--- src/design/port_mux_consts.svh ---
// offsets, field positions, reset values and widths of the port pin function block
`ifndef PORT_MUX_CONSTS_SVH
`define PORT_MUX_CONSTS_SVH

// port and register bus widths, function code field widths and synchroniser stage count
`define PORT_WIDTH        16
`define ADDR_WIDTH        4
`define CODE_WIDTH        3
`define PIN13_CODE_WIDTH  2
`define SYNC_STAGES       2

// register word offsets on the plain register port
`define UPPER_CTRL_OFS    4'h0
`define MIDDLE_CTRL_OFS   4'h1
`define LOWER_CTRL_OFS    4'h2
`define DIRECTION_OFS     4'h3
`define OUTPUT_VALUE_OFS  4'h4
`define PIN_STATE_OFS     4'h5

// writable bits; reserved bits hold and read zero
`define UPPER_CTRL_MASK   16'h7737
`define MIDDLE_CTRL_MASK  16'h7777
`define LOWER_CTRL_MASK   16'h7777

// reset values
`define UPPER_CTRL_RST    16'h0000
`define MIDDLE_CTRL_RST   16'h0000
`define LOWER_CTRL_RST    16'h0000
`define DIRECTION_RST     16'h0000
`define OUTPUT_VALUE_RST  16'h0000

// lowest bit of each function code field
`define PIN15_CODE_LSB    12
`define PIN14_CODE_LSB    8
`define PIN13_CODE_LSB    4
`define PIN12_CODE_LSB    0
`define PIN11_CODE_LSB    12
`define PIN10_CODE_LSB    8
`define PIN9_CODE_LSB     4
`define PIN8_CODE_LSB     0
`define PIN7_CODE_LSB     12
`define PIN6_CODE_LSB     8
`define PIN5_CODE_LSB     4
`define PIN4_CODE_LSB     0

// pins that carry serial unit functions, and the chip select pin driven by port data bit 12
`define DATA_OUT_PIN      10
`define CLOCK_PIN         8
`define DATA_IN_PIN       7
`define CHIP_SELECT_PIN   12

`endif

--- src/design/port_mux_pkg.sv ---
// types shared by the port pin function block
`include "port_mux_consts.svh"

package port_mux_pkg;

  // function codes of a pin mode field
  typedef enum logic [`CODE_WIDTH-1:0]
  {
    FUNC_GPIO   = 3'h0,
    FUNC_SERIAL = 3'h5
  } pin_func_t;

  // complete state of the top module
  typedef struct packed
  {
    logic [`PORT_WIDTH-1:0] ctrl_upper;
    logic [`PORT_WIDTH-1:0] ctrl_middle;
    logic [`PORT_WIDTH-1:0] ctrl_lower;
    logic [`PORT_WIDTH-1:0] direction;
    logic [`PORT_WIDTH-1:0] out_value;
    logic [`PORT_WIDTH-1:0] pin_out;
    logic [`PORT_WIDTH-1:0] pin_oe;
    logic [`PORT_WIDTH-1:0] rd_data;
    logic                   ser_data_in;
    logic                   ser_clk_in;
  } port_state_t;

endpackage : port_mux_pkg

--- src/design/port_e_pin_function_select.sv ---
// pin function selection and general port logic for one 16-pin port
//
// Functional notes
// - pin15 code 000 selects general port
// - pin14 field bits 10:8, 000 general
// - pin13 two-bit field 5:4, 00 general
// - pin12 field bits 2:0, 000 general
// - pin10 code 101 carries serial data out
// - pin8 code 101 carries serial clock
// - pin7 code 101 carries serial data in
// - pins 11,6,5,4 code 000 general
// - direction bit n: 0 input, 1 output
// - data bit 12 drives chip select, low selects
// - output pin driven low when data bit zero
//
// Our own choices: the plain strobed port and the address map.
`timescale 1ns/1ps
`include "port_mux_consts.svh"

module port_e_pin_function_select
(
  input  wire logic                   sys_clk_i,
  input  wire logic                   srst_i,
  input  wire logic [`ADDR_WIDTH-1:0] reg_addr_i,
  input  wire logic [`PORT_WIDTH-1:0] reg_wdata_i,
  input  wire logic                   reg_wr_i,
  input  wire logic                   reg_rd_i,
  output logic      [`PORT_WIDTH-1:0] reg_rdata_o,
  input  wire logic [`PORT_WIDTH-1:0] pin_in_i,
  output logic      [`PORT_WIDTH-1:0] pin_out_o,
  output logic      [`PORT_WIDTH-1:0] pin_oe_o,
  input  wire logic                   ser_data_out_i,
  input  wire logic                   ser_data_out_en_i,
  input  wire logic                   ser_clk_out_i,
  input  wire logic                   ser_clk_out_en_i,
  output logic                        ser_data_in_o,
  output logic                        ser_clk_in_o
);

  localparam port_mux_pkg::port_state_t RESET_STATE = '{
    ctrl_upper:  `UPPER_CTRL_RST,
    ctrl_middle: `MIDDLE_CTRL_RST,
    ctrl_lower:  `LOWER_CTRL_RST,
    direction:   `DIRECTION_RST,
    out_value:   `OUTPUT_VALUE_RST,
    pin_out:     '0,
    pin_oe:      '0,
    rd_data:     '0,
    ser_data_in: 1'b0,
    ser_clk_in:  1'b0
  };

  port_mux_pkg::port_state_t  st;
  port_mux_pkg::port_state_t  next_st;
  logic [`PORT_WIDTH-1:0]     pin_sync_val;
  logic [`PORT_WIDTH-1:0][2:0] func_code;
  logic [`PORT_WIDTH-1:0]     ser_out_vec;
  logic [`PORT_WIDTH-1:0]     ser_oe_vec;
  logic [`PORT_WIDTH-1:0]     slice_out;
  logic [`PORT_WIDTH-1:0]     slice_oe;

  // pins come from outside the clock domain
  pin_sync #(
    .WIDTH (`PORT_WIDTH)
  ) u_pin_sync (
    .sys_clk_i (sys_clk_i),
    .srst_i    (srst_i),
    .async_i   (pin_in_i),
    .sync_o    (pin_sync_val)
  );

  // unpack the mode fields; pins 3..0 have no field and stay general
  always_comb
  begin
    func_code     = '0;
    func_code[15] = st.ctrl_upper[`PIN15_CODE_LSB +: `CODE_WIDTH];
    func_code[14] = st.ctrl_upper[`PIN14_CODE_LSB +: `CODE_WIDTH];
    func_code[13] = {1'b0, st.ctrl_upper[`PIN13_CODE_LSB +: `PIN13_CODE_WIDTH]};
    func_code[12] = st.ctrl_upper[`PIN12_CODE_LSB +: `CODE_WIDTH];
    func_code[11] = st.ctrl_middle[`PIN11_CODE_LSB +: `CODE_WIDTH];
    func_code[10] = st.ctrl_middle[`PIN10_CODE_LSB +: `CODE_WIDTH];
    func_code[9]  = st.ctrl_middle[`PIN9_CODE_LSB +: `CODE_WIDTH];
    func_code[8]  = st.ctrl_middle[`PIN8_CODE_LSB +: `CODE_WIDTH];
    func_code[7]  = st.ctrl_lower[`PIN7_CODE_LSB +: `CODE_WIDTH];
    func_code[6]  = st.ctrl_lower[`PIN6_CODE_LSB +: `CODE_WIDTH];
    func_code[5]  = st.ctrl_lower[`PIN5_CODE_LSB +: `CODE_WIDTH];
    func_code[4]  = st.ctrl_lower[`PIN4_CODE_LSB +: `CODE_WIDTH];
  end

  // serial unit drive per pin; the data-in pin is never driven
  always_comb
  begin
    ser_out_vec                  = '0;
    ser_oe_vec                   = '0;
    ser_out_vec[`DATA_OUT_PIN]   = ser_data_out_i;
    ser_oe_vec[`DATA_OUT_PIN]    = ser_data_out_en_i;
    ser_out_vec[`CLOCK_PIN]      = ser_clk_out_i;
    ser_oe_vec[`CLOCK_PIN]       = ser_clk_out_en_i;
  end

  // one slice per pin; only the three serial pins accept code 101
  for (genvar i = 0; i < `PORT_WIDTH; i++)
  begin : g_pin
    pin_slice #(
      .HAS_SERIAL (i == `DATA_OUT_PIN || i == `CLOCK_PIN || i == `DATA_IN_PIN)
    ) u_slice (
      .func_code_i    (func_code[i]),
      .dir_i          (st.direction[i]),
      .out_value_i    (st.out_value[i]),
      .ser_out_i      (ser_out_vec[i]),
      .ser_oe_i       (ser_oe_vec[i]),
      .next_pin_out_o (slice_out[i]),
      .next_pin_oe_o  (slice_oe[i])
    );
  end

  // register writes, reads and registered pin drive
  always_comb
  begin
    next_st         = st;
    next_st.rd_data = '0;
    if (reg_wr_i)
    begin
      case (reg_addr_i)
        `UPPER_CTRL_OFS:   next_st.ctrl_upper  = reg_wdata_i & `UPPER_CTRL_MASK;
        `MIDDLE_CTRL_OFS:  next_st.ctrl_middle = reg_wdata_i & `MIDDLE_CTRL_MASK;
        `LOWER_CTRL_OFS:   next_st.ctrl_lower  = reg_wdata_i & `LOWER_CTRL_MASK;
        `DIRECTION_OFS:    next_st.direction   = reg_wdata_i;
        `OUTPUT_VALUE_OFS: next_st.out_value   = reg_wdata_i;
        default:           next_st.rd_data     = '0;
      endcase
    end
    // read data stand one cycle only; unmapped reads return zero
    if (reg_rd_i)
    begin
      case (reg_addr_i)
        `UPPER_CTRL_OFS:   next_st.rd_data = st.ctrl_upper;
        `MIDDLE_CTRL_OFS:  next_st.rd_data = st.ctrl_middle;
        `LOWER_CTRL_OFS:   next_st.rd_data = st.ctrl_lower;
        `DIRECTION_OFS:    next_st.rd_data = st.direction;
        `OUTPUT_VALUE_OFS: next_st.rd_data = st.out_value;
        `PIN_STATE_OFS:    next_st.rd_data = pin_sync_val;
        default:           next_st.rd_data = '0;
      endcase
    end
    // one cycle of latency buys glitch-free outputs from flops
    next_st.pin_out     = slice_out;
    next_st.pin_oe      = slice_oe;
    // inputs to the serial unit only when the pin is assigned to it
    next_st.ser_data_in = (func_code[`DATA_IN_PIN] == port_mux_pkg::FUNC_SERIAL)
                          & pin_sync_val[`DATA_IN_PIN];
    next_st.ser_clk_in  = (func_code[`CLOCK_PIN] == port_mux_pkg::FUNC_SERIAL)
                          & pin_sync_val[`CLOCK_PIN];
  end

  // state register, synchronous reset
  always_ff @(posedge sys_clk_i)
  begin
    if (srst_i)
      st <= RESET_STATE;
    else
      st <= next_st;
  end

  // outputs straight from state flops
  assign reg_rdata_o   = st.rd_data;
  assign pin_out_o     = st.pin_out;
  assign pin_oe_o      = st.pin_oe;
  assign ser_data_in_o = st.ser_data_in;
  assign ser_clk_in_o  = st.ser_clk_in;
endmodule : port_e_pin_function_select

--- src/design/pin_sync.sv ---
// two-flop synchroniser for a group of pin inputs
`timescale 1ns/1ps

module pin_sync
#(
  parameter int WIDTH = 16
)
(
  input  wire logic             sys_clk_i,
  input  wire logic             srst_i,
  input  wire logic [WIDTH-1:0] async_i,
  output logic      [WIDTH-1:0] sync_o
);

  typedef struct packed
  {
    logic [WIDTH-1:0] meta;
    logic [WIDTH-1:0] stable;
  } sync_state_t;

  sync_state_t st;
  sync_state_t next_st;

  // first stage feeds only the second stage
  always_comb
  begin
    next_st        = st;
    next_st.meta   = async_i;
    next_st.stable = st.meta;
  end

  // reset to constants only
  always_ff @(posedge sys_clk_i)
  begin
    if (srst_i)
      st <= '0;
    else
      st <= next_st;
  end

  assign sync_o = st.stable;

endmodule : pin_sync

--- src/design/pin_slice.sv ---
// per-pin choice between general port logic and a serial unit signal
`timescale 1ns/1ps

module pin_slice
#(
  parameter bit HAS_SERIAL = 1'b0
)
(
  input  wire logic [2:0] func_code_i,
  input  wire logic       dir_i,
  input  wire logic       out_value_i,
  input  wire logic       ser_out_i,
  input  wire logic       ser_oe_i,
  output logic            next_pin_out_o,
  output logic            next_pin_oe_o
);

  // unsupported codes release the pin rather than guess a function
  always_comb
  begin
    next_pin_out_o = 1'b0;
    next_pin_oe_o  = 1'b0;
    if (func_code_i == port_mux_pkg::FUNC_GPIO)
    begin
      next_pin_oe_o  = dir_i;
      next_pin_out_o = dir_i & out_value_i;
    end
    else if (HAS_SERIAL && func_code_i == port_mux_pkg::FUNC_SERIAL)
    begin
      // serial unit owns the pin, port bits ignored
      next_pin_out_o = ser_out_i;
      next_pin_oe_o  = ser_oe_i;
    end
  end

endmodule : pin_slice

--- config.mk ---
export PLATFORM = sky130hd
export DESIGN_NAME = port_e_pin_function_select
export DESIGN_NICKNAME = d
export VERILOG_FILES = /design/src/design/port_mux_pkg.sv /design/src/design/port_e_pin_function_select.sv /design/src/design/pin_sync.sv /design/src/design/pin_slice.sv
export VERILOG_INCLUDE_DIRS = /design/src /design/src/design
export SDC_FILE = /design/constraint.sdc
export NUM_CORES = 1
export LEC_CHECK = 0
export BUFFER_PORTS_ARGS = -buffer_cell sky130_fd_sc_hd__buf_2
export CAP_MARGIN = 0
export CELL_PAD_IN_SITES_DETAIL_PLACEMENT = 2
export CELL_PAD_IN_SITES_GLOBAL_PLACEMENT = 2
export CORE_ASPECT_RATIO = 0.5
export CORE_MARGIN = 2
export CORE_UTILIZATION = 30
export CTS_CLUSTER_DIAMETER = 100
export DETAILED_ROUTE_END_ITERATION = 7
export GPL_ROUTABILITY_DRIVEN = 0
export PLACE_DENSITY = 0.77
export SETUP_SLACK_MARGIN = 0.5
export SLEW_MARGIN = 20
export SYNTH_ARGS = -nofsm -noshare
export SYNTH_HDL_FRONTEND = slang
export SYNTH_SLANG_ARGS = --single-unit
--- constraint.sdc ---
create_clock -name sys_clk_i -period 1.75 [get_ports sys_clk_i]
set_clock_uncertainty 0.2 [all_clocks]
set_input_delay 0.0875 -clock sys_clk_i [delete_from_list [all_inputs] [get_ports sys_clk_i]]
set_output_delay 0.0875 -clock sys_clk_i [all_outputs]
set_load 0.02 [all_outputs]
==> metrics.cfg, run 1 <==
[run_status]
status = completed

[critical_path]
path_class = reg2reg
r2r_slack_ps = 180
crit_path_end = reg_rdata_o[9]$_SDFF_PP0_
reg2regPathDepth = 4
r2r-start = func_code[19]$_SDFFE_PP0P_
cp_max_fo = 2
endpoint_kind = register
crit_start = func_code[19]$_SDFFE_PP0P_
start_kind = register
required_ps = 1890
timing.rr.end = reg_rdata_o[9]$_SDFF_PP0_
critPathArrivalTime_ps = 1710

[sta]
rsz0062_at_grt = true
setup-violations-final = 0
hold_violations = 0
whs_ps = 64.62
finalCritPeriodShare_pct = 89.68
slew-limit-headroom_pct = 44.29
slew_viol_final = 0
fmax_mhz = 637.2
worst_pin_slew_ps = 831.1
final.setup.worst_slack_ps = 180.7
final.setup.tns_ps = 0
finalCriticalPeriod_ps = 1569

[global_route]
grt_usage_pct = 26.86
grt_pass1_wl_um = 39430
antenna_found_initial = 2
grt_max_degree = 46
grt_pass1_vias = 5922
globalRouteOverflowTotal = 0

[clocking]
cts_tree = yes
numCtsBuffers = 17
clk_pin_slew_worst_paths_ps = 80
cts_sinks = 149
h-tree-depth = 4
clk_latency_ps = 450
root_buffer = clkbuf_16
clk_path_buf_depth = 2

[power]
p_leak_nw = 3.393
ir_drop_mv = 0.6284
power_density_mw_per_mm2 = 950.7

[yosys]
yosys.area.top_type = dfxtp_1
syn_area_per_cell_um2 = 10.25
ys_warn_count = 0
synthDistinctLibCells = 37
synth_top_family_by_area = simple AND/OR/NAND/NOR gates
synth_area_leaders = dfxtp_1, mux2_2, nand2b_1, mux2i_1, nor2b_1
synth_top_area_share_pct = 52.26
synthFlopType = dfxtp_1
synth.ff_latch_count = 149
synth_fa_ha_area_share_pct = 0
synth_edf_count = 0
synth_cells = 557
async_flop_share_pct = 0
synth-xor-area-share_pct = 0
synth_compound_area_share_pct = 10.48
syn_area_mm2 = 0.005708
yosys.area_share.simple_pct = 20.43
synth_nets = 601
synthMuxAreaShare_pct = 12.63
ys_seq_area_share_pct = 52.26

[routing]
wl_per_cell_um = 30.25
viasPerCell = 5.526
drc = 0
drtIter0Drc = 509
wl_um = 30280
drtPass1Iterations = 6
detail-route-antenna-nets = 0
routed-via-count = 5532

[floorplan]
core_area_mm2 = 0.01852
ios = 94
die_w_um = 199.1
dieArea_mm2 = 0.02021
num_rows = 35
start_util_pct = 30.81
die_height_um = 101.5

[placed_design]
place_area_mm2 = 0.006633
dp_hpwl_um = 12730
dp_worst_setup_slack_ps = -87.19
io_buffers = 93

[final_layout]
layout.nets = 772
area_delta_synth_final_pct = 46.95
drive_above_1_share_pct = 41.70
final_cell_mix = dfxtp_1, buf_2, buf_4
design_area_mm2 = 0.008388
final_common_cell = dfxtp_1

[min_path]
min_path_type = in2reg

[flow_run]
cap_violations = 0

## layout make-up
class                      instances  area [um2]
clock buffer                      18       439.2
clock inverter                    14       135.1
sequential                       149        3049
timing repair buffer             198        1615
tap                              259       324.1
inverter                           1       3.754
antenna                            1       2.502
fill                            1852       10140
multi-input combinational        361        2819
## kinds of logic (layout without fill, tap and decap cells)
| kind of cell | Yosys count | in the layout |
|---|---|---|
| and+or+nand+nor | 194 | 194 |
| DFF | 149 | 149 |
| buffers and inverters | 47 | 231 |
| other | 0 | 1 |
| AOI/OAI and AO/OA | 102 | 102 |
| muxes | 65 | 65 |
## worst max-delay path: stages (launching register included)
cell and delay, ps:
dfxtp_2 340, mux2_4 270, a222oi_1 430, buf_4 190, nor2_2 30
## power breakdown
part	switching, mW	internal, mW
Sequential	0.0412	3.44
Clock	1.85	1.92
Combinational	0.406	0.315
## through the flow
step	utilization, %	cells	power (mW)
after CTS	43.01	991	7.714
after detailed placement	35.81	900	4.022
final	45.28	1001	7.975
after global placement	35.81	900	4.007
after floorplan	-	557	3.804
after global routing	45.28	1001	8.164
## state kept, by name (all words and copies together), names as in the netlist
register	cells
pin_oe_o	16
u_pin_sync.sync_o	16
reg_rdata_o	16
ser_clk_in_o	1
func_code	35
u_pin_sync.next_st	16
st	32
pin_out_o	16
ser_data_in_o	1
## worst min path at each step
stage | from | endpoint | slack (ps) | cells after the start
4_1_cts | srst_i | func_code[35]$_SDFFE_PP0P_ | -110 | 2
3_3_place_gp | pin_in_i[8] | u_pin_sync.next_st[8]$_SDFF_PP0_ | 100 | 2
3_5_place_dp | pin_in_i[13] | u_pin_sync.next_st[13]$_SDFF_PP0_ | 110 | 2
6_report | srst_i | u_pin_sync.next_st[15]$_SDFF_PP0_ | 60 | 3
2_1_floorplan | pin_in_i[0] | u_pin_sync.next_st[0]$_SDFF_PP0_ | 20 | 1
5_1_grt | srst_i | pin_oe_o[7]$_SDFF_PP0_ | 50 | 3
## metal layers
| metal | global-route usage [%] | up-vias | wire (um) |
|---|---|---|---|
| met5 | 0 | - | 0 |
| met3 | 5.894 | 126 | 2036 |
| li1 | - | 2307 | - |
| met1 | 33.66 | 2810 | 12520 |
| met2 | 44.06 | 289 | 14180 |
| met4 | 13.78 | 0 | 1544 |
## Yosys cell counts (7+ instances only)
| cell type | n |
|---|---|
| mux2_2 | 28 |
| o21ai_0 | 38 |
| nor2_1 | 16 |
| and2_1 | 14 |
| clkbuf_1 | 26 |
| dfxtp_1 | 149 |
| a222oi_1 | 11 |
| a32oi_1 | 7 |
| nand3_1 | 44 |
| mux2i_1 | 27 |
| nor3_1 | 7 |
| buf_2 | 8 |
| a21oi_1 | 41 |
| nor2b_1 | 37 |
| nand2b_1 | 45 |
| nor4_1 | 9 |
| and3_1 | 9 |
## repair_timing
action / in CTS / in global routing
setup buffers: 17 / 7
cloned: 1 / 0
pin swaps: 19 / 33
gates resized for setup: 58 / 106
hold buffers: 41 / 2
hold endpoints to repair: 91 / 7
setup endpoints to repair: 49 / 103
Power figures use the tool's default switching activity.
==> run 2, diff against run 1 <==
--- a/config.mk
+++ b/config.mk
@@ -6,6 +6,7 @@
 export SDC_FILE = /design/constraint.sdc
 export NUM_CORES = 1
 export LEC_CHECK = 0
+export ABC_AREA = 1
 export BUFFER_PORTS_ARGS = -buffer_cell sky130_fd_sc_hd__buf_2
 export CAP_MARGIN = 0
 export CELL_PAD_IN_SITES_DETAIL_PLACEMENT = 2
@@ -16,7 +17,7 @@
 export CTS_CLUSTER_DIAMETER = 100
 export DETAILED_ROUTE_END_ITERATION = 7
 export GPL_ROUTABILITY_DRIVEN = 0
-export PLACE_DENSITY = 0.77
+export PLACE_DENSITY = 0.82
 export SETUP_SLACK_MARGIN = 0.5
 export SLEW_MARGIN = 20
 export SYNTH_ARGS = -nofsm -noshare
==> run 2 against run 1 <==
Effect of this change: the run now ends with hold timing left; hold slack lost 87 ps; synthesized cell count grew 25%; die area shrank 3.5%; total power grew 2.1%; global-route usage grew 0.76 points; clock power grew 7.4%; non-clock buffer count shrank 45; highest routed layer unchanged.
==> metrics.cfg, run 2 <==
[run_status]
status = finished with violations
violations = hold timing

[yosys]
yosys.area_share.simple_pct = 19.01  ; -1.4 points
synthFlopType = dfxtp_1
syn_area_per_cell_um2 = 7.918  ; -23%
synth_top_family_by_area = simple AND/OR/NAND/NOR gates
synth_compound_area_share_pct = 14.19  ; +3.7 points
async_flop_share_pct = 0  ; unchanged
synth_nets = 739  ; +23%
synth_common_cells = dfxtp_1, inv_1, nand3_1
synth_area_leaders = dfxtp_1, inv_1, nand3_1, a21oi_1, o21ai_0
yosys.area.top_type = dfxtp_1
ys_warn_count = 0  ; unchanged
synth_top_area_share_pct = 54.21  ; +1.9 points
synth_edf_count = 0  ; unchanged
ys_seq_area_share_pct = 54.21  ; +1.9 points
synthMuxAreaShare_pct = 0  ; -13 points
synth.ff_latch_count = 149  ; unchanged
synth-xor-area-share_pct = 0  ; unchanged
synth_cells = 695  ; +25%
syn_area_mm2 = 0.005503  ; -3.6%
synth_fa_ha_area_share_pct = 0  ; unchanged
yosys.cell_count.top_type = dfxtp_1
synthDistinctLibCells = 18  ; -51%

[routing]
wl_um = 26310  ; -13%
routed-via-count = 5667  ; +2.4%
detail-route-antenna-nets = 0  ; unchanged
drc = 0  ; unchanged
wl_per_cell_um = 24.49  ; -19%
drtPass1Iterations = 5  ; -1
viasPerCell = 5.277  ; -4.5%
drtIter0Drc = 494  ; -2.9%

[sta]
slew-limit-headroom_pct = 61.82  ; +18 points
fmax_mhz = 735.2  ; +15%
slew_viol_final = 0  ; unchanged
final.setup.worst_slack_ps = 389.7  ; +209.1 ps
setup-violations-final = 0  ; unchanged
hold_violations = 5  ; +5
finalCriticalPeriod_ps = 1360  ; -209.1 ps
whs_ps = -22.75  ; -87.37 ps
rsz0062_at_grt = true
final.setup.tns_ps = 0  ; unchanged
finalCritPeriodShare_pct = 77.73  ; -12 points
worst_pin_slew_ps = 572.7  ; -258.4 ps

[final_layout]
layout.nets = 870  ; +13%
fillCellCount = 1948  ; +5.2%
final_cell_mix = dfxtp_1, inv_1, nand3_1, buf_2, a21oi_1
drive_above_1_share_pct = 19.55  ; -22 points
largest_reg_flops = 35  ; unchanged
area_delta_synth_final_pct = 33.06
final_common_cell = dfxtp_1

[critical_path]
slowest_delay_ps = 250  ; -180 ps
reg2regPathDepth = 4  ; unchanged
critPathArrivalTime_ps = 1460  ; -250 ps
path_class = in2reg
required_ps = 1850  ; -40 ps
crit_slowest_cell = buf_4
cp_max_fo = 29  ; +27
start_kind = input pin
cp_cell_sequence = buf_2 -> inv_1 -> nor2_2 -> buf_12 -> nand3_1 -> buf_4 -> o21ai_1 -> a21oi_1
endpoint_kind = register

[power]
ir_drop_mv = 0.7486  ; +19%
clkPwrFrac_pct = 49.7  ; +2.4 points
p_leak_nw = 3.136  ; -7.6%
p_comb_share_pct = 7.2  ; -1.8 points
switchingPower_mw = 2.132  ; -7.2%
power_density_mw_per_mm2 = 1112  ; +17%
power.share.switching_pct = 26.18  ; -2.6 points
p_int_mw = 6.011  ; +5.9%
seqPwrFrac_pct = 43.1  ; -0.5 points
power_mw = 8.143  ; +2.1%

[clocking]
cts_sinks = 149  ; unchanged
clk_path_buf_depth = 2  ; unchanged
clk_pin_slew_worst_paths_ps = 70  ; about the same
h-tree-depth = 4  ; unchanged
cts_tree = yes
numCtsBuffers = 17  ; unchanged
clk_latency_ps = 440  ; about the same
root_buffer = clkbuf_16

[flow_run]
cap_violations = 0  ; unchanged

[global_route]
globalRouteOverflowTotal = 0  ; unchanged
grt_pass1_wl_um = 39880  ; +1.1%
grt_usage_pct = 27.62  ; +0.76 points
grt_pass1_vias = 6338  ; +7.0%
grt_max_degree = 70  ; +52%
antenna_found_initial = 1  ; -1

[floorplan]
start_util_pct = 31.17  ; +0.36 points
die_w_um = 195.5  ; -1.8%
core_area_mm2 = 0.01765  ; -4.7%
dieArea_mm2 = 0.01951  ; -3.5%
num_rows = 34  ; -2.9%
die_height_um = 99.77  ; -1.7%
ios = 94  ; unchanged

[placed_design]
io_buffers = 93  ; unchanged
dp_hpwl_um = 13150  ; +3.3%
dp_worst_setup_slack_ps = 49.66  ; +136.9 ps

[min_path]
hold_path_depth = 3  ; unchanged
min_path_type = in2reg

==> run 2: cell types whose count changed after synthesis, sizes merged, moves of 34 or more <==
cell | before | now
o21ai | 40 | 74
inv | 1 | 120
nor2 | 16 | 68
a21oi | 41 | 82
nor2b | 37 | 0
nand3 | 44 | 86
nand2 | 1 | 43
nand2b | 45 | 0
mux2 | 38 | 0
==> run 2: cell type report <==
cell class                 count  area [um2]  area share [%]
inverter                     120       454.2           6.203
clock buffer                  19       452.9           6.186
antenna                        1       2.502         0.03418
clock inverter                13       171.4           2.341
multi-input combinational    385        1852           25.29
sequential                   149        2987           40.79
tap                          234       292.8           3.999
timing repair buffer         153        1110           15.16
==> run 2: cell families (layout without fill, tap and decap cells) <==
logic type      Yosys count  after routing
compound gates          156            156
flops                   149            149
buf+inv                 161            305
simple gates            229            229
other cells               0              1
==> run 2: critical path: cells and delay by family <==
family / cells / cell delay [ps]
buf+inv: 4 / 710
simple gates: 2 / 250
compound gates: 2 / 370
==> run 2: layer usage <==
layer / GRT usage [%] / share of wire, % / wire length (um) / vias to the layer above
li1: - / - / - / 2500
met1: 32.52 / 42 / 10980 / 2849
met2: 47.99 / 49 / 12900 / 239
met3: 6.138 / 5.3 / 1394 / 79
met4: 14.09 / 3.9 / 1030 / 0
met5: 0 / 0 / 0 / -
==> run 2: timing repair <==
action                                 in CTS  in global routing
buffers inserted                            0                  3
pin swaps                                   0                  1
gates resized for setup                     4                 37
endpoints found under the hold margin      93                  5
hold buffers                               37                  1
setup endpoints to repair                  12                 66
==> run 2: final timing paths <==
path	startpoint	end	slack, ps
max	reg_addr_i[0]	func_code[30]$_SDFFE_PP0P_	390
min	reg_wr_i	st[67]$_SDFFE_PP0P_	-20
max reg2reg	func_code[30]$_SDFFE_PP0P_	reg_rdata_o[8]$_SDFF_PP0_	470
min reg2reg	u_pin_sync.next_st[11]$_SDFF_PP0_	u_pin_sync.sync_o[11]$_SDFF_PP0_	210
==> run 2: metrics by stage <==
| step | utilization [%] | instances | cell area [um2] |
|---|---|---|---|
| after floorplan | - | 695 | 5503 |
| after global placement | 35.32 | 1000 | 6236 |
| after detailed placement | 35.32 | 1000 | 6236 |
| after CTS | 41.03 | 1069 | 7243 |
| after global routing | 41.47 | 1074 | 7322 |
| final | 41.47 | 1074 | 7322 |
==> run 2: power by group through the flow <==
stage	Sequential [mW]	Combinational [mW]	Clock, mW
2_1_floorplan	3.57	0.240	0
3_3_place_gp	3.57	0.425	0
3_5_place_dp	3.58	0.445	0
4_1_cts	3.50	0.537	4.01
5_1_grt	3.51	0.622	4.21
6_report	3.51	0.585	4.05
